==> src/verilog/lpc_params.svh <==
`ifndef LPC_PARAMS_SVH
`define LPC_PARAMS_SVH

// register byte addresses
`define LPC_ADDR_TRIM     32'hFFFF042C
`define LPC_ADDR_CTRL     32'hFFFF0440
`define LPC_ADDR_STATUS   32'hFFFF0444
`define LPC_ADDR_REF_CNT  32'hFFFF0448
`define LPC_ADDR_MEAS_CNT 32'hFFFF044C

// reset values
`define LPC_TRIM_RESET    4'h8
`define LPC_CTRL_RESET    8'h00
`define LPC_STATUS_RESET  8'h00

// control fields
`define LPC_CTRL_SRC      4
`define LPC_CTRL_CAL_RST  3
`define LPC_CTRL_CLR_MEAS 2
`define LPC_CTRL_CLR_REF  1
`define LPC_CTRL_EN       0

// status fields
`define LPC_STA_DONE      1
`define LPC_STA_BUSY      0

// counter limits
`define LPC_REF_FULL      9'h1FF
`define LPC_MEAS_FULL     10'h3FF
`define LPC_DIV_LAST      2'h3

// bus responses
`define LPC_RESP_OKAY     2'h0
`define LPC_RESP_SLVERR   2'h2

`endif

==> src/verilog/lpc_pkg.sv <==
package lpc_pkg;
  typedef enum logic [1:0] {
    LPC_IDLE = 2'b00,
    LPC_RUN  = 2'b01,
    LPC_DONE = 2'b10
  } lpc_state_t;
  typedef logic [31:0] lpc_word_t;
endpackage

==> src/verilog/lpc_reg_if.sv <==
`timescale 1ns/100ps
`default_nettype none
interface lpc_reg_if;
  logic                wr_stb;
  logic                rd_stb;
  lpc_pkg::lpc_word_t  wr_addr;
  lpc_pkg::lpc_word_t  rd_addr;
  lpc_pkg::lpc_word_t  wdata;
  logic [3:0]          wstrb;
  lpc_pkg::lpc_word_t  rdata;
  logic                wr_hit;
  logic                rd_hit;
  modport bus  (output wr_stb, rd_stb, wr_addr, rd_addr, wdata, wstrb, input rdata, wr_hit, rd_hit);
  modport regs (input wr_stb, rd_stb, wr_addr, rd_addr, wdata, wstrb, output rdata, wr_hit, rd_hit);
endinterface
`default_nettype wire

==> src/verilog/lpc_axil_slave.sv <==
`timescale 1ns/100ps
`default_nettype none
`include "lpc_params.svh"
module lpc_axil_slave (
  // clock and reset
  input  wire logic   clk_sys,
  input  wire logic   reset,
  // write channels
  input  wire logic   s_axi_awvalid,
  output logic        s_axi_awready,
  input  wire logic [31:0] s_axi_awaddr,
  input  wire logic   s_axi_wvalid,
  output logic        s_axi_wready,
  input  wire logic [31:0] s_axi_wdata,
  input  wire logic [3:0]  s_axi_wstrb,
  output logic        s_axi_bvalid,
  input  wire logic   s_axi_bready,
  output logic [1:0]  s_axi_bresp,
  // read channels
  input  wire logic   s_axi_arvalid,
  output logic        s_axi_arready,
  input  wire logic [31:0] s_axi_araddr,
  output logic        s_axi_rvalid,
  input  wire logic   s_axi_rready,
  output logic [31:0] s_axi_rdata,
  output logic [1:0]  s_axi_rresp,
  // register side
  lpc_reg_if.bus      rif
);
  import lpc_pkg::*;

  logic        aw_held, next_aw_held, w_held, next_w_held;
  lpc_word_t   aw_addr, next_aw_addr, w_data, next_w_data;
  logic [3:0]  w_strb, next_w_strb;
  logic        next_bvalid, next_arready, next_rvalid;
  logic [1:0]  next_bresp, next_rresp;
  lpc_word_t   next_rdata;

  // write fires once both halves are held and the response slot is free
  assign rif.wr_stb  = aw_held && w_held && !s_axi_bvalid;
  assign rif.wr_addr = aw_addr;
  assign rif.wdata   = w_data;
  assign rif.wstrb   = w_strb;
  assign rif.rd_stb  = s_axi_arvalid && s_axi_arready;
  assign rif.rd_addr = s_axi_araddr;

  always_comb begin
    next_aw_held = aw_held;
    next_aw_addr = aw_addr;
    next_w_held  = w_held;
    next_w_data  = w_data;
    next_w_strb  = w_strb;
    next_bvalid  = s_axi_bvalid;
    next_bresp   = s_axi_bresp;
    if (s_axi_awvalid && !aw_held) begin
      next_aw_held = 1'b1;
      next_aw_addr = s_axi_awaddr;
    end
    if (s_axi_wvalid && !w_held) begin
      next_w_held = 1'b1;
      next_w_data = s_axi_wdata;
      next_w_strb = s_axi_wstrb;
    end
    if (rif.wr_stb) begin
      next_aw_held = 1'b0;
      next_w_held  = 1'b0;
      next_bvalid  = 1'b1;
      next_bresp   = rif.wr_hit ? `LPC_RESP_OKAY : `LPC_RESP_SLVERR;
    end else if (s_axi_bvalid && s_axi_bready) begin
      next_bvalid = 1'b0;
    end
  end

  always_comb begin
    next_arready = s_axi_arready;
    next_rvalid  = s_axi_rvalid;
    next_rdata   = s_axi_rdata;
    next_rresp   = s_axi_rresp;
    if (rif.rd_stb) begin
      next_arready = 1'b0;
      next_rvalid  = 1'b1;
      next_rdata   = rif.rdata;
      next_rresp   = rif.rd_hit ? `LPC_RESP_OKAY : `LPC_RESP_SLVERR;
    end else if (s_axi_rvalid && s_axi_rready) begin
      next_arready = 1'b1;
      next_rvalid  = 1'b0;
    end
  end

  always_ff @(posedge clk_sys) begin
    if (reset) begin
      aw_held       <= 1'b0;
      aw_addr       <= 32'h00000000;
      w_held        <= 1'b0;
      w_data        <= 32'h00000000;
      w_strb        <= 4'h0;
      s_axi_awready <= 1'b1;
      s_axi_wready  <= 1'b1;
      s_axi_bvalid  <= 1'b0;
      s_axi_bresp   <= `LPC_RESP_OKAY;
      s_axi_arready <= 1'b1;
      s_axi_rvalid  <= 1'b0;
      s_axi_rdata   <= 32'h00000000;
      s_axi_rresp   <= `LPC_RESP_OKAY;
    end else begin
      aw_held       <= next_aw_held;
      aw_addr       <= next_aw_addr;
      w_held        <= next_w_held;
      w_data        <= next_w_data;
      w_strb        <= next_w_strb;
      // ready mirrors the next hold state so the pin leaves a flop
      s_axi_awready <= !next_aw_held;
      s_axi_wready  <= !next_w_held;
      s_axi_bvalid  <= next_bvalid;
      s_axi_bresp   <= next_bresp;
      s_axi_arready <= next_arready;
      s_axi_rvalid  <= next_rvalid;
      s_axi_rdata   <= next_rdata;
      s_axi_rresp   <= next_rresp;
    end
  end
endmodule
`default_nettype wire

==> src/verilog/lpc_edge_counter.sv <==
`timescale 1ns/100ps
`default_nettype none
module lpc_edge_counter #(
  parameter int                W    = 9,
  parameter logic [W-1:0]      LAST = '1
) (
  // clock and reset
  input  wire logic         clk_sys,
  input  wire logic         reset,
  // control
  input  wire logic         clear,
  input  wire logic         tick,
  // value
  output logic [W-1:0]      count
);
  import lpc_pkg::*;

  logic [W-1:0] next_count;

  // saturates rather than wraps, so a runaway source never reads as small
  always_comb begin
    next_count = count;
    if (clear) begin
      next_count = '0;
    end else if (tick && count != LAST) begin
      next_count = count + {{(W-1){1'b0}}, 1'b1};
    end
  end

  always_ff @(posedge clk_sys) begin
    if (reset) begin
      count <= '0;
    end else begin
      count <= next_count;
    end
  end
endmodule
`default_nettype wire

==> src/verilog/lpc_osc_cal.sv <==
// Our own choice: the AXI4-Lite interface to the registers.
`timescale 1ns/100ps
`default_nettype none
`include "lpc_params.svh"
// Functional notes
// 9-bit reference counter counts precision oscillator or crystal, per selected source.
// 10-bit measured counter counts low-power oscillator, direct or divided by four.
// software pairs equal frequencies on both counters.
// trim register 8 bits; bits 3..0 trim, bits 7..4 reserved, zero.
// larger trim value slows the low-power oscillator; range about 127-135 kHz.
// both counters stop when reference count reaches 0x1FF.
// software compares counts and moves trim toward equality.
// software reruns calibration after every trim change.
// software moves the PLL onto a stable source before calibrating.
// control bit 4 selects crystal when 1, precision oscillator when 0.
// control bit 3 clears both counters and disables calibration.
// control bit 2 clears measured counter, bit 1 clears reference counter.
// control bit 0 starts calibration; clearing it aborts a running cycle.
// status bit 1 set on completion, cleared by reading measured count.
// status bit 0 reads 1 while calibration runs.
// a cycle takes about 4 ms precision, 16 ms crystal reference.
// crystal source routes low-power clock through divide-by-4; else direct.
module lpc_osc_cal (
  // clock and reset
  input  wire logic        clk_sys,
  input  wire logic        reset,
  // oscillator levels, sampled on clk_sys
  input  wire logic        prec_osc_in,
  input  wire logic        xtal_osc_in,
  input  wire logic        lp_osc_in,
  // oscillator control
  output logic [3:0]       trim_code,
  output logic             cal_busy,
  // axi4-lite write
  input  wire logic        s_axi_awvalid,
  output logic             s_axi_awready,
  input  wire logic [31:0] s_axi_awaddr,
  input  wire logic        s_axi_wvalid,
  output logic             s_axi_wready,
  input  wire logic [31:0] s_axi_wdata,
  input  wire logic [3:0]  s_axi_wstrb,
  output logic             s_axi_bvalid,
  input  wire logic        s_axi_bready,
  output logic [1:0]       s_axi_bresp,
  // axi4-lite read
  input  wire logic        s_axi_arvalid,
  output logic             s_axi_arready,
  input  wire logic [31:0] s_axi_araddr,
  output logic             s_axi_rvalid,
  input  wire logic        s_axi_rready,
  output logic [31:0]      s_axi_rdata,
  output logic [1:0]       s_axi_rresp
);
  import lpc_pkg::*;

  lpc_reg_if  rif ();

  lpc_state_t state;
  lpc_state_t next_state;
  logic [2:0] osc_prev;
  logic [2:0] next_osc_prev;
  logic [2:0] osc_edge;
  logic [1:0] div_cnt;
  logic [1:0] next_div_cnt;
  logic       src_xtal;
  logic       next_src_xtal;
  logic       en_bit;
  logic       next_en_bit;
  logic       done_flag;
  logic       next_done_flag;
  logic [3:0] next_trim_code;
  logic       next_cal_busy;
  logic [8:0] ref_count;
  logic [9:0] meas_count;
  logic       ctrl_wr;
  logic       trim_wr;
  logic       meas_rd;
  logic [7:0] wd;
  logic       ref_tick;
  logic       meas_tick;
  logic       ref_clr;
  logic       meas_clr;
  logic       counting;
  logic       finish;

  lpc_axil_slave u_slave (
    .clk_sys       (clk_sys),
    .reset         (reset),
    .s_axi_awvalid (s_axi_awvalid),
    .s_axi_awready (s_axi_awready),
    .s_axi_awaddr  (s_axi_awaddr),
    .s_axi_wvalid  (s_axi_wvalid),
    .s_axi_wready  (s_axi_wready),
    .s_axi_wdata   (s_axi_wdata),
    .s_axi_wstrb   (s_axi_wstrb),
    .s_axi_bvalid  (s_axi_bvalid),
    .s_axi_bready  (s_axi_bready),
    .s_axi_bresp   (s_axi_bresp),
    .s_axi_arvalid (s_axi_arvalid),
    .s_axi_arready (s_axi_arready),
    .s_axi_araddr  (s_axi_araddr),
    .s_axi_rvalid  (s_axi_rvalid),
    .s_axi_rready  (s_axi_rready),
    .s_axi_rdata   (s_axi_rdata),
    .s_axi_rresp   (s_axi_rresp),
    .rif           (rif)
  );

  // all writable fields live in byte lane 0
  assign wd      = rif.wdata[7:0];
  assign ctrl_wr = rif.wr_stb && rif.wr_addr == `LPC_ADDR_CTRL && rif.wstrb[0];
  assign trim_wr = rif.wr_stb && rif.wr_addr == `LPC_ADDR_TRIM && rif.wstrb[0];
  assign meas_rd = rif.rd_stb && rif.rd_addr == `LPC_ADDR_MEAS_CNT;
  assign rif.wr_hit = rif.wr_addr inside {`LPC_ADDR_TRIM,
                                          `LPC_ADDR_CTRL,
                                          `LPC_ADDR_STATUS,
                                          `LPC_ADDR_REF_CNT,
                                          `LPC_ADDR_MEAS_CNT};
  assign rif.rd_hit = rif.rd_addr inside {`LPC_ADDR_TRIM,
                                          `LPC_ADDR_CTRL,
                                          `LPC_ADDR_STATUS,
                                          `LPC_ADDR_REF_CNT,
                                          `LPC_ADDR_MEAS_CNT};

  // action bits 3..1 self-clear and read back as zero
  always_comb begin
    case (rif.rd_addr)
      `LPC_ADDR_TRIM:     rif.rdata = {28'h0000000, trim_code};
      `LPC_ADDR_CTRL:     rif.rdata = {27'h0000000, src_xtal, 3'h0, en_bit};
      `LPC_ADDR_STATUS:   rif.rdata = {30'h00000000, done_flag, cal_busy};
      `LPC_ADDR_REF_CNT:  rif.rdata = {23'h000000, ref_count};
      `LPC_ADDR_MEAS_CNT: rif.rdata = {22'h000000, meas_count};
      default:            rif.rdata = 32'h00000000;
    endcase
  end

  // inputs are synchronous, so one sample suffices for edge detection
  // a pin high out of reset gives one false edge, harmless while idle
  assign next_osc_prev = {lp_osc_in, xtal_osc_in, prec_osc_in};
  assign osc_edge      = next_osc_prev & ~osc_prev;

  // reference at 131 kHz ends after ~4 ms, at 32.768 kHz after ~16 ms
  assign ref_tick  = src_xtal ? osc_edge[1] : osc_edge[0];
  assign meas_tick = src_xtal ? (osc_edge[2] && div_cnt == `LPC_DIV_LAST) : osc_edge[2];
  assign counting  = state == LPC_RUN && ref_count != `LPC_REF_FULL;
  assign finish    = state == LPC_RUN && ref_count == `LPC_REF_FULL;
  assign ref_clr   = ctrl_wr && (wd[`LPC_CTRL_CAL_RST] || wd[`LPC_CTRL_CLR_REF]);
  assign meas_clr  = ctrl_wr && (wd[`LPC_CTRL_CAL_RST] || wd[`LPC_CTRL_CLR_MEAS]);

  // a start keeps old counts; software clears them in the same write
  lpc_edge_counter #(.W(9), .LAST(`LPC_REF_FULL)) u_ref_cnt (
    .clk_sys (clk_sys),
    .reset   (reset),
    .clear   (ref_clr),
    .tick    (ref_tick && counting),
    .count   (ref_count)
  );

  lpc_edge_counter #(.W(10), .LAST(`LPC_MEAS_FULL)) u_meas_cnt (
    .clk_sys (clk_sys),
    .reset   (reset),
    .clear   (meas_clr),
    .tick    (meas_tick && counting),
    .count   (meas_count)
  );

  always_comb begin
    next_state     = state;
    next_en_bit    = en_bit;
    next_src_xtal  = src_xtal;
    next_div_cnt   = div_cnt;
    next_done_flag = done_flag;
    next_trim_code = trim_code;
    if (trim_wr) begin
      // higher code slows the oscillator; reserved bits are dropped
      next_trim_code = wd[3:0];
    end
    if (counting && osc_edge[2]) begin
      next_div_cnt = div_cnt + 2'h1;
    end
    if (ctrl_wr) begin
      next_src_xtal = wd[`LPC_CTRL_SRC];
      next_en_bit   = wd[`LPC_CTRL_EN] && !wd[`LPC_CTRL_CAL_RST];
      if (wd[`LPC_CTRL_CAL_RST] || !wd[`LPC_CTRL_EN]) begin
        next_state = LPC_IDLE;
      end else if (state != LPC_RUN) begin
        next_state   = LPC_RUN;
        next_div_cnt = 2'h0;
      end
    end else if (finish) begin
      next_state = LPC_DONE;
    end
    // completion wins over a simultaneous read clear
    if (meas_rd) begin
      next_done_flag = 1'b0;
    end
    if (finish && !ctrl_wr) begin
      next_done_flag = 1'b1;
    end
  end

  assign next_cal_busy = next_state == LPC_RUN;

  always_ff @(posedge clk_sys) begin
    if (reset) begin
      state     <= LPC_IDLE;
      osc_prev  <= 3'h0;
      div_cnt   <= 2'h0;
      src_xtal  <= 1'b0;
      en_bit    <= 1'b0;
      done_flag <= 1'b0;
      trim_code <= `LPC_TRIM_RESET;
      cal_busy  <= 1'b0;
    end else begin
      state     <= next_state;
      osc_prev  <= next_osc_prev;
      div_cnt   <= next_div_cnt;
      src_xtal  <= next_src_xtal;
      en_bit    <= next_en_bit;
      done_flag <= next_done_flag;
      trim_code <= next_trim_code;
      cal_busy  <= next_cal_busy;
    end
  end

  chk_stop_at_full: assert property (@(posedge clk_sys) disable iff (reset)
    finish && !ctrl_wr |=> state == LPC_DONE && done_flag && !cal_busy)
    else $error("calibration did not stop at full reference count");

  chk_counts_frozen: assert property (@(posedge clk_sys) disable iff (reset)
    state != LPC_RUN && !ref_clr && !meas_clr |=> $stable(ref_count) && $stable(meas_count))
    else $error("counter moved while calibration was not running");

  chk_ref_step: assert property (@(posedge clk_sys) disable iff (reset)
    counting && ref_tick && !ref_clr |=> ref_count == $past(ref_count) + 9'h001)
    else $error("reference counter missed a source edge");

  chk_div_ratio: assert property (@(posedge clk_sys) disable iff (reset)
    counting && src_xtal && !meas_clr && !(osc_edge[2] && div_cnt == `LPC_DIV_LAST)
    |=> $stable(meas_count))
    else $error("measured counter stepped off the divide-by-four edge");

  chk_cal_reset: assert property (@(posedge clk_sys) disable iff (reset)
    ctrl_wr && wd[`LPC_CTRL_CAL_RST] |=> ref_count == 9'h000 && meas_count == 10'h000
    && state == LPC_IDLE && !en_bit)
    else $error("calibration reset left counters or logic active");

  chk_meas_clear: assert property (@(posedge clk_sys) disable iff (reset)
    ctrl_wr && wd[`LPC_CTRL_CLR_MEAS] |=> meas_count == 10'h000)
    else $error("measured counter not cleared");

  chk_ref_clear: assert property (@(posedge clk_sys) disable iff (reset)
    ctrl_wr && wd[`LPC_CTRL_CLR_REF] |=> ref_count == 9'h000)
    else $error("reference counter not cleared");

  chk_start_abort: assert property (@(posedge clk_sys) disable iff (reset)
    ctrl_wr && !wd[`LPC_CTRL_CAL_RST] |=> cal_busy == $past(wd[`LPC_CTRL_EN]))
    else $error("enable write did not start or abort calibration");

  chk_done_clear: assert property (@(posedge clk_sys) disable iff (reset)
    meas_rd && !finish |=> !done_flag)
    else $error("reading measured count did not clear completion");

  chk_busy_state: assert property (@(posedge clk_sys) disable iff (reset)
    cal_busy == (state == LPC_RUN) && (!cal_busy || en_bit))
    else $error("busy status disagrees with calibration state");

  chk_trim_width: assert property (@(posedge clk_sys) disable iff (reset)
    trim_wr |=> trim_code == $past(wd[3:0]))
    else $error("trim write not taken in low four bits");

  chk_ref_hold_full: assert property (@(posedge clk_sys) disable iff (reset)
    ref_count == `LPC_REF_FULL && !ref_clr |=> ref_count == `LPC_REF_FULL)
    else $error("reference counter left full count without a clear");

  chk_src_select: assert property (@(posedge clk_sys) disable iff (reset)
    counting && !ref_clr && !(src_xtal ? osc_edge[1] : osc_edge[0]) |=> $stable(ref_count))
    else $error("reference counter stepped on the unselected source");

  chk_meas_step: assert property (@(posedge clk_sys) disable iff (reset)
    counting && meas_tick && !meas_clr && meas_count != `LPC_MEAS_FULL
    |=> meas_count == $past(meas_count) + 10'h001)
    else $error("measured counter missed a low-power tick");

  chk_direct_meas: assert property (@(posedge clk_sys) disable iff (reset)
    counting && !src_xtal && osc_edge[2] && !meas_clr && meas_count != `LPC_MEAS_FULL
    |=> meas_count == $past(meas_count) + 10'h001)
    else $error("direct low-power edge not counted");

  chk_div_reset: assert property (@(posedge clk_sys) disable iff (reset)
    ctrl_wr && wd[`LPC_CTRL_EN] && !wd[`LPC_CTRL_CAL_RST] && state != LPC_RUN |=> div_cnt == 2'h0)
    else $error("divider not restarted with calibration");

  chk_abort_idle: assert property (@(posedge clk_sys) disable iff (reset)
    ctrl_wr && !wd[`LPC_CTRL_EN] |=> state == LPC_IDLE && !cal_busy)
    else $error("clearing enable did not abort calibration");

  chk_done_rise: assert property (@(posedge clk_sys) disable iff (reset)
    $rose(done_flag) |-> $past(finish))
    else $error("completion flag set without a finished cycle");

  chk_trim_hold: assert property (@(posedge clk_sys) disable iff (reset)
    !trim_wr |=> $stable(trim_code))
    else $error("trim changed without a trim write");
endmodule
`default_nettype wire

==> config.mk <==
export PLATFORM = sky130hd
export DESIGN_NAME = lpc_osc_cal
export DESIGN_NICKNAME = d
export VERILOG_FILES = /design/src/verilog/lpc_pkg.sv /design/src/verilog/lpc_reg_if.sv /design/src/verilog/lpc_axil_slave.sv /design/src/verilog/lpc_edge_counter.sv /design/src/verilog/lpc_osc_cal.sv
export VERILOG_INCLUDE_DIRS = /design/src /design/src/verilog
export SDC_FILE = /design/constraint.sdc
export NUM_CORES = 1
export LEC_CHECK = 0
export ABC_AREA = 1
export BUFFER_PORTS_ARGS = -buffer_cell sky130_fd_sc_hd__buf_2
export CAP_MARGIN = 5
export CORE_ASPECT_RATIO = 1.25
export CORE_MARGIN = 5
export CORE_UTILIZATION = 54
export DETAILED_ROUTE_END_ITERATION = 12
export PLACE_DENSITY = 0.95
export SLEW_MARGIN = 20
export SYNTH_ARGS = -nofsm -noshare
export SYNTH_HDL_FRONTEND = slang
export SYNTH_SLANG_ARGS = --single-unit
==> constraint.sdc <==
create_clock -name clk_sys -period 4.34 [get_ports clk_sys]
set_clock_uncertainty 0.05 [all_clocks]
set_input_delay 0.434 -clock clk_sys [delete_from_list [all_inputs] [get_ports clk_sys]]
set_output_delay 0.434 -clock clk_sys [all_outputs]
set_load 0.01 [all_outputs]
Yosys cells after proc, flatten, opt, wreduce, memory -nomap -nowiden
Cells that the tools add are included.
{"block": "word_totals", "reg_bits": 115, "latchBits": 0, "mem_bits_rw": 0, "rom_bits": 0, "out_inout_bits": 46, "wordCells": 112, "n_memories": 0}
{"block": "classes", "addsub": 3, "mul": 0, "n_div": 0, "n_lt_le_gt_ge": 0, "n_eq_ne": 17, "n_shift": 0, "n_mux": 25, "bitwise": 2, "n_reduce_logical": 42}
{"operator": "== test 32 bit, second input constant", "n": 10}
{"operator": "one-hot mux 10 bit (5 select lines)", "n": 1}
{"operator": "logical AND 1 bit", "n": 24}
{"operator": "two-way mux 2 bit", "n": 10}
{"operator": "two-way mux 1 bit", "n": 14}
{"operator": "adder 10 x 1 -> 10 bit, second input constant", "n": 1}
{"operator": "!= test 10 bit, second input constant", "n": 1}
{"operator": "nonzero test 5 bit", "n": 2}
{"operator": "adder 9 x 1 -> 9 bit, second input constant", "n": 1}
{"operator": "== test 9 bit, second input constant", "n": 1}
{"operator": "!= test 9 bit, second input constant", "n": 1}
{"operator": "logical NOT 1 bit", "n": 8}
{"operator": "nonzero test 2 bit", "n": 3}
{"operator": "== test 2 x 1 -> 1 bit, second input constant", "n": 2}
{"operator": "OR reduction 2 bit", "n": 2}
{"operator": "bitwise AND 3 bit", "n": 1}
{"operator": "logical OR 1 bit", "n": 3}
{"operator": "NOT 3 bit", "n": 1}
{"operator": "adder 2 x 1 -> 2 bit, second input constant", "n": 1}
{"operator": "== test 2 bit, second input constant", "n": 1}
{"operator": "!= test 2 x 1 -> 1 bit, second input constant", "n": 1}

Depth between registers and ports, before layout
Gate-level depths: netlist of run 1.
{"block": "logic_depth", "word_depth": 7, "ltp_mapped": 15, "depth_no_buf": 15}

Cells and area by module
From an unflattened synthesis of run 1, not the netlist that was laid out.
{"block": "unflattened", "hier_cells": 941, "area_unflattened_um2": 6686.4}
{"module": "lpc_axil_slave", "instances": 1, "cells_each": 510, "area_each_um2": 4132.7, "seq_area_each_um2": 2182.1}
{"module": "lpc_osc_cal", "instances": 1, "cells_each": 270, "area_each_um2": 1480.2, "seq_area_each_um2": 300.3}
{"module": "lpc_edge_counter (u_meas_cnt)", "instances": 1, "cells_each": 95, "area_each_um2": 604.3, "seq_area_each_um2": 200.2}
{"module": "lpc_edge_counter (u_ref_cnt)", "instances": 1, "cells_each": 66, "area_each_um2": 469.2, "seq_area_each_um2": 180.2}

Worst setup path after synthesis of run 1
OpenSTA, ideal clock, no wires.
{"block": "synth_timing", "path_type": "register to register", "startpoint": "register u_ref_cnt.count[0]", "endpoint": "register u_ref_cnt.count[5]", "arrival_ns": 1.710, "t_required_ns": 4.168, "setup_slack_ns": 2.457, "stages_incl_launch_ff": 15, "cell_sequence": "dfxtp_1 > ha_1 > inv_1 > nor4_1 > nand2_1 > nor2_1 > ha_1 > inv_1 > nand2_2 > nor2_4 > inv_2 > nor3_2 > nand2_1 > xor2_1 > nor2_1"}
{"block": "synth_between", "elab_chain_cells": 4}
{"element": "from (decl)", "line_no": "lpc_edge_counter.sv:14", "source": "output logic [W-1:0] count"}
{"element": "from (signal assigned)", "line_no": "lpc_edge_counter.sv:34", "source": "count <= next_count;"}
{"element": "branches (longest 4 deep; another with adder 9 x 1 -> 9 bit)"}
Several ways; the timed one is not identified.
A chain may end at the register's enable or synchronous reset.

Final worst setup path of run 1
{"block": "layout_timing", "startpoint": "register u_ref_cnt.count[1]", "endpoint": "register u_meas_cnt.count[8]"}
{"block": "layout_between", "elab_chain_cells": 4}
{"element": "!= test 9 bit"}
{"element": "logical AND 1 bit (no line)"}
{"element": "logical AND 1 bit", "line_no": "lpc_osc_cal.sv:163", "source": ".tick (meas_tick && counting),"}
{"element": "logical AND 1 bit", "line_no": "lpc_edge_counter.sv:25", "source": "end else if (tick && count != LAST) begin"}
{"element": "to (signal assigned)", "line_no": "lpc_edge_counter.sv:34"}
{"element": "to (decl)", "line_no": "lpc_edge_counter.sv:14"}
Every way passes these cells.

==> results of run 1 <==
cells by family (layout without fill, tap and decap cells):
family,count (synthesis),after routing,synth area share
compound gates,104,104,0.123
mux,1,1,0.00223
xor+xnor,10,10,0.0195
simple gates,304,304,0.311
fa+ha+maj,4,4,0.0111
buf+inv,124,202,0.127
other cells,1,24,0.000835
flops,91,91,0.406
state kept, by name, indices dropped and copies added (netlist names), 2 cells and up:
| register | cells |
|---|---|
| div_cnt | 2 |
| trim_code | 4 |
| u_slave.rif.wdata | 5 |
| u_meas_cnt.count | 10 |
| osc_prev | 3 |
| state | 2 |
| u_slave.rif.wr_addr | 32 |
| u_ref_cnt.count | 9 |
| u_slave.s_axi_rdata | 10 |
worst paths after layout:
kind,startpoint,to,slack (ns)
worst max-delay path,u_ref_cnt.count[1],u_meas_cnt.count[8],2.03
worst max register to register,u_ref_cnt.count[1],u_meas_cnt.count[8],2.03
worst min register to register,u_slave.rif.wr_addr[27],u_slave.rif.wr_addr[27],0.40
worst min-delay path,lp_osc_in,osc_prev[2],0.22
worst max-delay path, delay by kind of cell, from the launching register on:
kind / cells / cell delay, ns
flip-flops: 1 / 0.40
AND/OR/NAND/NOR: 10 / 1.13
buffers and inverters: 3 / 0.31
adder cells (fa/ha/maj): 2 / 0.31
layer usage:
| layer | wire (um) | vias to the layer above | share of wire |
|---|---|---|---|
| met2 | 5450 | 211 | 0.50 |
| met3 | 1020 | 25 | 0.093 |
| met4 | 204 | 0 | 0.019 |
| met1 | 4180 | 1915 | 0.39 |
| li1 | - | 2180 | - |
| met5 | 0 | - | 0 |
final cells by class:
type                            instances  area (um2)  share of cell area
Multi-Input combinational cell        447        2190               0.423
Inverter                               83         312              0.0603
Timing Repair Buffer                  103         520               0.101
Tap cell                               97         121              0.0235
Clock inverter                          5        61.3              0.0119
Clock buffer                           11         141              0.0274
Sequential cell                        91        1820               0.353
Yosys cell counts, types with 2 or more instances:
cell and count:
o211ai_1 3, xor2_1 7, o22ai_1 2, nor2_1 106, buf_2 4, nand2_2 5
inv_2 2, o21ai_0 52, nand3b_1 2, nor2_4 5, nand4_1 14, nor3_4 2
nor4_1 2, dfxtp_1 91, nand2_1 113, a21oi_1 43, nor2_2 3, nor3_1 9
o21ai_4 2, nand3_1 30, nor3_2 5, ha_1 4, o21ai_1 2, xnor2_1 3
inv_1 81, clkbuf_1 12, buf_4 24, nand3_2 2
cell usage in the layout (no fill, tap or decap), types with 7 or more instances in the layout:
cell type	count
nand2_1	113
inv_1	80
clkbuf_8	10
nand3_1	30
a21oi_1	43
nor2_1	106
buf_2	101
nand4_1	14
o21ai_0	52
conb_1	24
dfxtp_1	91
nor3_1	9
xor2_1	7
metrics by stage:
step                      utilization  area [um2]  setup slack (ns)  hold WS [ns]  total power [mW]
after floorplan                     -        4580              2.46         0.373              1.03
after global placement          0.605        4960              2.16         0.384              1.08
after global routing            0.630        5160              1.83         0.221              1.73
final                           0.630        5160              2.03         0.219              1.65
after detailed placement        0.605        4960              2.10         0.388              1.08
after CTS                       0.630        5160              2.04         0.214              1.66
power breakdown:
group,switching (mW),leakage (nW),internal (mW)
clock,0.306,0.0922,0.284
combinational,0.107,1.52,0.0622
sequential,0.0214,0.745,0.872
==> results.cfg, run 1 <==
[clock_tree]
post_cts_buffers = 0
clock-root-buffer = clkbuf_8
clock_sinks = 91
ctsResizeCount = 0
clkLatencyLatePin_ns = 0.37
numCtsBuffers = 9
htreeDepth = 3
clk_pin_slew_ns = 0.09
postCtsHoldBufs = 0
clk_path_buf_depth = 2
cts_tree = built

[synth]
yosys_warnings = 0
ys_seq_area_frac = 0.406
synth_edf_count = 0
synth_area_per_cell_um2 = 7.03
netlist_instances = 639
synth_ff_type = dfxtp_1
synth.cell_area_um2 = 4490
ys_types = 37
synthArstFlopShare = 0
ys_seq_elements = 91
netlist.area_leader.share = 0.406
yosysTopAreaCell = dfxtp_1
yosys-top-cells-area = dfxtp_1 41%, nand2_1 9.4%, nor2_1 8.9%

[sta]
rsz0062_at_grt = false
finalMaxSlewViolations = 0
max_freq_mhz = 434
hold_viol = 0
maxSlewHeadroom = 0.568
tightestPinTransition_ns = 0.647
setup_tns_ns = 0
setup_viol = 0
fin_crit_sh = 0.531
min_period_ns = 2.31

[global_route]
grt_pass1_vias = 4128
globalRoute.busiestLayer = met2
grt_util_met1 = 0.239
grtUsageMet2 = 0.372
gr-total-overflow = 0
grt_use_met3 = 0.0662
grt_usage = 0.212
antenna_found_initial = 0
grt_first_pass_wirelength_um = 18000
grt_max_degree = 48

[min_path]
hold_path_depth = 3
hp-class = input pin to flop

[critical_path]
crit_arrival_ns = 2.51
slowest_stage = dfxtp_1
end_kind = flop
slowest_delay_ns = 0.40
crit_type = flop to flop
rr_worst_depth = 15
start_kind = flop
worstPathCellList = ha_1 > inv_1 > nor4_1 > nand2_1 > nor2_1 > ha_1 > inv_1 > nand2_2 > nor3_2 > nand2_2 > inv_1 > nand2_1 > nand2_1 > nand2_1 > nor2_1
cp_data_required_time_ns = 4.54
crit_path_frequent_cell = nand2_1
path_max_fanout = 11

[routing]
drt_pass1_iterations = 5
ant_nets = 0
drc = 0
avgRoutedWirePerCell_um = 13.0
routed_wl_um = 10900
via_count = 4331
dr.first_iter.drc_count = 296
viasPerCell = 5.17

[layout]
area_delta_synth_final_pct = 15.0
drive_above_1_share = 0.199
final_cells = 837
nFillCells = 720
insertedDiodeCount = 0
final_nets = 849

[floorplan]
initial_core_util = 0.548
row_count = 37
die-area_um2 = 10200
io_pins = 156
core_um2 = 8190
die_w_um = 91.6
die_y_um = 112

[place]
post-dp-hpwl_um = 7910
dp.cells = 821
gp_congestion = 0.934
portBuffers = 101

[pwr]
p_leak_nw = 2.36
p_per_area_nw_per_um2 = 320
ir_drop_uv = 211

[run]
max_cap_viol_count = 0

[outcome]
status = finished, final reports clean
Note: power is estimated with default switching activity, not from simulation.
==> run 2, diff against run 1 <==
- CORE_UTILIZATION: 54 -> 45
- PLACE_DENSITY: 0.95 -> 0.86
- clock period: 4.34 -> 2 ns (I/O delays scaled with it)
==> results.cfg, run 2 (synthesis gave the netlist of run 1 again) <==
[sta]
max_freq_mhz = 517
fin_crit_sh = 0.967
tightestPinTransition_ns = 0.601
setup_tns_ns = 0
worst_slack_ns = 0.0665
maxSlewHeadroom = 0.599
hold_viol = 0
setup_viol = 0
rsz0062_at_grt = true
finalMaxSlewViolations = 0
min_period_ns = 1.93

[global_route]
gr-total-overflow = 0
grt_first_pass_wirelength_um = 17600
grt_usage = 0.177
grt_pass1_vias = 4098
grt_max_degree = 49
antenna_found_initial = 1

[clock_tree]
clk_path_buf_depth = 2
clk_pin_slew_ns = 0.06
cts_tree = built
postCtsHoldBufs = 0
clock-root-buffer = clkbuf_16
numCtsBuffers = 9
clock_sinks = 91
clkLatencyLatePin_ns = 0.34
htreeDepth = 3

[layout]
largest_reg_flops = 32
final_cell_mix = 111 x nand2_1, 104 x nor2_1, 101 x buf_2
nFillCells = 901
final_nets = 867
final_common_cell = nand2_1
drive_above_1_share = 0.240
area_delta_synth_final_pct = 23.0
insertedDiodeCount = 0
layout.core_utilization = 0.569

[routing]
via_count = 4324
routed_wl_um = 10900
met3_length_um = 876
dr.first_iter.drc_count = 203
topRoutingLayerUsed = met5
drt_pass1_iterations = 4
route.met2.wl_um = 5500
avgRoutedWirePerCell_um = 12.4
drc = 0
viasPerCell = 4.89
m1WireLength_um = 4260
ant_nets = 0

[run]
max_cap_viol_count = 0

[floorplan]
row_count = 40
io_pins = 156
die-area_um2 = 12100
initial_core_util = 0.462
core_um2 = 9710
die_y_um = 122
die_w_um = 99.3

[critical_path]
cp_data_required_time_ns = 2.16
path_max_fanout = 4
start_kind = flop
crit_arrival_ns = 2.09
crit_type = flop to flop
end_kind = flop

[place]
gp_congestion = 0.891
portBuffers = 101
post-dp-hpwl_um = 8060
preCtsSetupSlack_ns = 0.0167

[pwr]
ir_drop_uv = 466
p_per_area_nw_per_um2 = 729
p_leak_nw = 2.51

[outcome]
status = finished, final reports clean

[min_path]
hp-class = input pin to flop
==> run 2: changes by cell type in the layout (fill, tap and decap cells not counted), sizes merged <==
cell	delta
clkbuf	-1
clkinvlp	-1
clkinv	+2
buf	+18
==> run 2: cell type report <==
type / instances / area, um2 / share of cell area
Multi-Input combinational cell: 447 / 2250 / 0.407
Sequential cell: 91 / 1830 / 0.331
Timing Repair Buffer: 121 / 667 / 0.121
Inverter: 83 / 319 / 0.0578
Clock buffer: 10 / 239 / 0.0433
Tap cell: 126 / 158 / 0.0286
Clock inverter: 6 / 63.8 / 0.0116
==> run 2: per-stage QoR <==
stage | hold slack [ns] | cell area [um2] | power (mW) | instances
detailed placement | 0.375 | 5110 | 2.35 | 865
global placement | 0.361 | 5110 | 2.33 | 865
CTS | 0.0213 | 5420 | 4.04 | 881
global route | 0.0225 | 5520 | 4.18 | 884
finish | 0.0239 | 5520 | 4.02 | 884
floorplan | 0.228 | 4580 | 2.23 | 662
==> run 2: final timing paths <==
path / start / to / slack [ns] / depth (start not counted)
worst max-delay path: u_ref_cnt.count[1] / u_meas_cnt.count[3] / 0.07 / 13
worst min-delay path: prec_osc_in / osc_prev[0] / 0.02 / 3
worst max register to register: u_ref_cnt.count[1] / u_meas_cnt.count[3] / 0.07 / 13
worst min register to register: u_slave.rif.wr_addr[27] / u_slave.rif.wr_addr[27] / 0.39 / 2
==> run 2: critical path: stages, from the launching register on <==
cell and delay, ns:
dfxtp_2 0.34, ha_4 0.16, inv_4 0.06, nor4_4 0.03, nand2_1 0.07, nor2_1 0.05, ha_2 0.16, inv_2 0.07
nand2_4 0.07, nor3_4 0.20, nand2_2 0.12, buf_6 0.15, o21ai_0 0.17, a21oi_1 0.11
==> run 2: report_power, final <==
| part | switching [mW] | internal (mW) | leakage [nW] |
|---|---|---|---|
| logic | 0.233 | 0.137 | 1.62 |
| registers | 0.0465 | 1.89 | 0.748 |
| clock network | 0.710 | 1.00 | 0.145 |
==> run 2: what timing repair did <==
| item | CTS | global route |
|---|---|---|
| gates resized for setup | 1 | 28 |
| pin swaps | 0 | 7 |
| setup endpoints to repair | 2 | 37 |
| setup buffers | 0 | 3 |
==> run 2: routing by layer <==
layer | vias up | global-route usage
met5 | - | 0
met4 | 2 | 0.0683
li1 | 2215 | -
met3 | 27 | 0.0435
met1 | 1922 | 0.196
met2 | 158 | 0.321
==> run 3, diff against run 2 <==
- GPL_TIMING_DRIVEN: unset -> 0
==> results.cfg, run 3 (synthesis gave the netlist of run 1 again) <==
[pwr]
p_switching_mw = 1.01
p_clk_frac = 0.423
switching_share = 0.247
p_leak_nw = 2.63
finalPower_mw = 4.09
p_int_mw = 3.08
ir_drop_uv = 525
p_per_area_nw_per_um2 = 720
seqPwrFrac = 0.475
pwr-share-comb = 0.102

[sta]
max_freq_mhz = 512
tightestPinTransition_ns = 0.520
setup_viol = 0
hold_viol = 0
maxSlewHeadroom = 0.652
finalMaxSlewViolations = 0
fin_crit_sh = 0.976
rsz0062_at_grt = true
holdWs_ns = 0.0284
min_period_ns = 1.95

[floorplan]
die-area_um2 = 12100
row_count = 40
die_w_um = 99.3
initial_core_util = 0.462
io_pins = 156
core_um2 = 9710
die_y_um = 122

[routing]
drt_pass1_iterations = 6
dr.first_iter.drc_count = 199
viasPerCell = 4.85
routed_wl_um = 11500
ant_nets = 0
drc = 0
avgRoutedWirePerCell_um = 12.6
via_count = 4423

[clock_tree]
numCtsBuffers = 9
clk_path_buf_depth = 2
postCtsHoldBufs = 0
cts_tree = built
clock_sinks = 91
htreeDepth = 3
clock-root-buffer = clkbuf_16
clk_pin_slew_ns = 0.07
clkLatencyLatePin_ns = 0.34

[layout]
nFillCells = 938
area_delta_synth_final_pct = 26.4
drive_above_1_share = 0.251
final_cells = 912
insertedDiodeCount = 0
final_cell_mix = 113 x nand2_1, 105 x nor2_1, 105 x buf_2
largest_reg_flops = 32
final_nets = 895
final_common_cell = nand2_1

[critical_path]
start_kind = flop
path_max_fanout = 6
cp_data_required_time_ns = 2.16
crit_arrival_ns = 2.12
crit_type = flop to flop
end_kind = flop

[place]
dp.cells = 889
portBuffers = 101
gp_congestion = 0.879
post-dp-hpwl_um = 8690

[global_route]
gr-total-overflow = 0
grt_max_degree = 17
antenna_found_initial = 0
grt_pass1_vias = 4363
grt_usage = 0.192
grt_first_pass_wirelength_um = 19000

[min_path]
hp-class = input pin to flop

[outcome]
status = finished, final reports clean

[run]
max_cap_viol_count = 0
[run 3: final timing paths]
check	startpoint	cells after the start	to	slack, ns
min reg2reg	u_slave.rif.wr_addr[19]	2	u_slave.rif.wr_addr[19]	0.40
max	u_ref_cnt.count[0]	14	u_ref_cnt.count[4]	0.05
max reg2reg	u_ref_cnt.count[0]	14	u_ref_cnt.count[4]	0.05
min	s_axi_awaddr[5]	3	u_slave.rif.wr_addr[5]	0.03
[run 3: timing repair]
action                                  CTS  global route
pin swaps                                 4             6
endpoints found under the setup margin   19            17
resized for setup                         7            19
buffers inserted                          2             5
[run 3: critical path, cell delays in order, from the launching register on]
cell	delay, ns
dfxtp_2	0.34
ha_2	0.19
inv_2	0.09
nor4_4	0.04
nand2_1	0.06
nor2_1	0.04
ha_2	0.17
inv_2	0.07
nand2_4	0.07
nor2_4	0.17
inv_4	0.07
nor3_4	0.18
nand2_1	0.08
xor2_1	0.13
nor2_1	0.06
[run 3: per-stage QoR]
step                setup TNS [ns]  worst slack [ns]  instance area (um2)  utilization
floorplan                        0             0.117                 4580            -
global placement            -0.547            -0.122                 5240        0.540
detailed placement           -1.03            -0.150                 5240        0.540
CTS                              0           0.00897                 5590        0.576
global route                -0.372           -0.0980                 5680        0.585
finish                           0            0.0473                 5680        0.585
[run 3: layout make-up]
| class | count | area, um2 | share of cell area |
|---|---|---|---|
| plain buffers | 41 | 260 | 0.0459 |
| clock buffers | 10 | 239 | 0.0421 |
| clock inverters | 6 | 71.3 | 0.0126 |
| inverters | 83 | 314 | 0.0553 |
| multi-input cells | 447 | 2250 | 0.396 |
| flip-flops and latches | 91 | 1830 | 0.322 |
| well taps | 126 | 158 | 0.0278 |
| repair buffers | 108 | 558 | 0.0983 |
[run 3: per-layer routing]
layer / vias to the layer above / track usage / part of all wire
met4: 0 / 0.0914 / 0.026
met3: 28 / 0.0407 / 0.085
li1: 2277 / - / -
met1: 1936 / 0.207 / 0.38
met5: - / 0 / 0
met2: 182 / 0.353 / 0.51
[run 3: power groups by stage]
| stage | sequential, mW | clock (mW) | combinational, mW |
|---|---|---|---|
| floorplan | 1.98 | 0 | 0.256 |
| global placement | 1.98 | 0 | 0.406 |
| detailed placement | 1.98 | 0 | 0.413 |
| CTS | 1.94 | 1.76 | 0.417 |
| global route | 1.95 | 1.83 | 0.476 |
| finish | 1.94 | 1.73 | 0.416 |
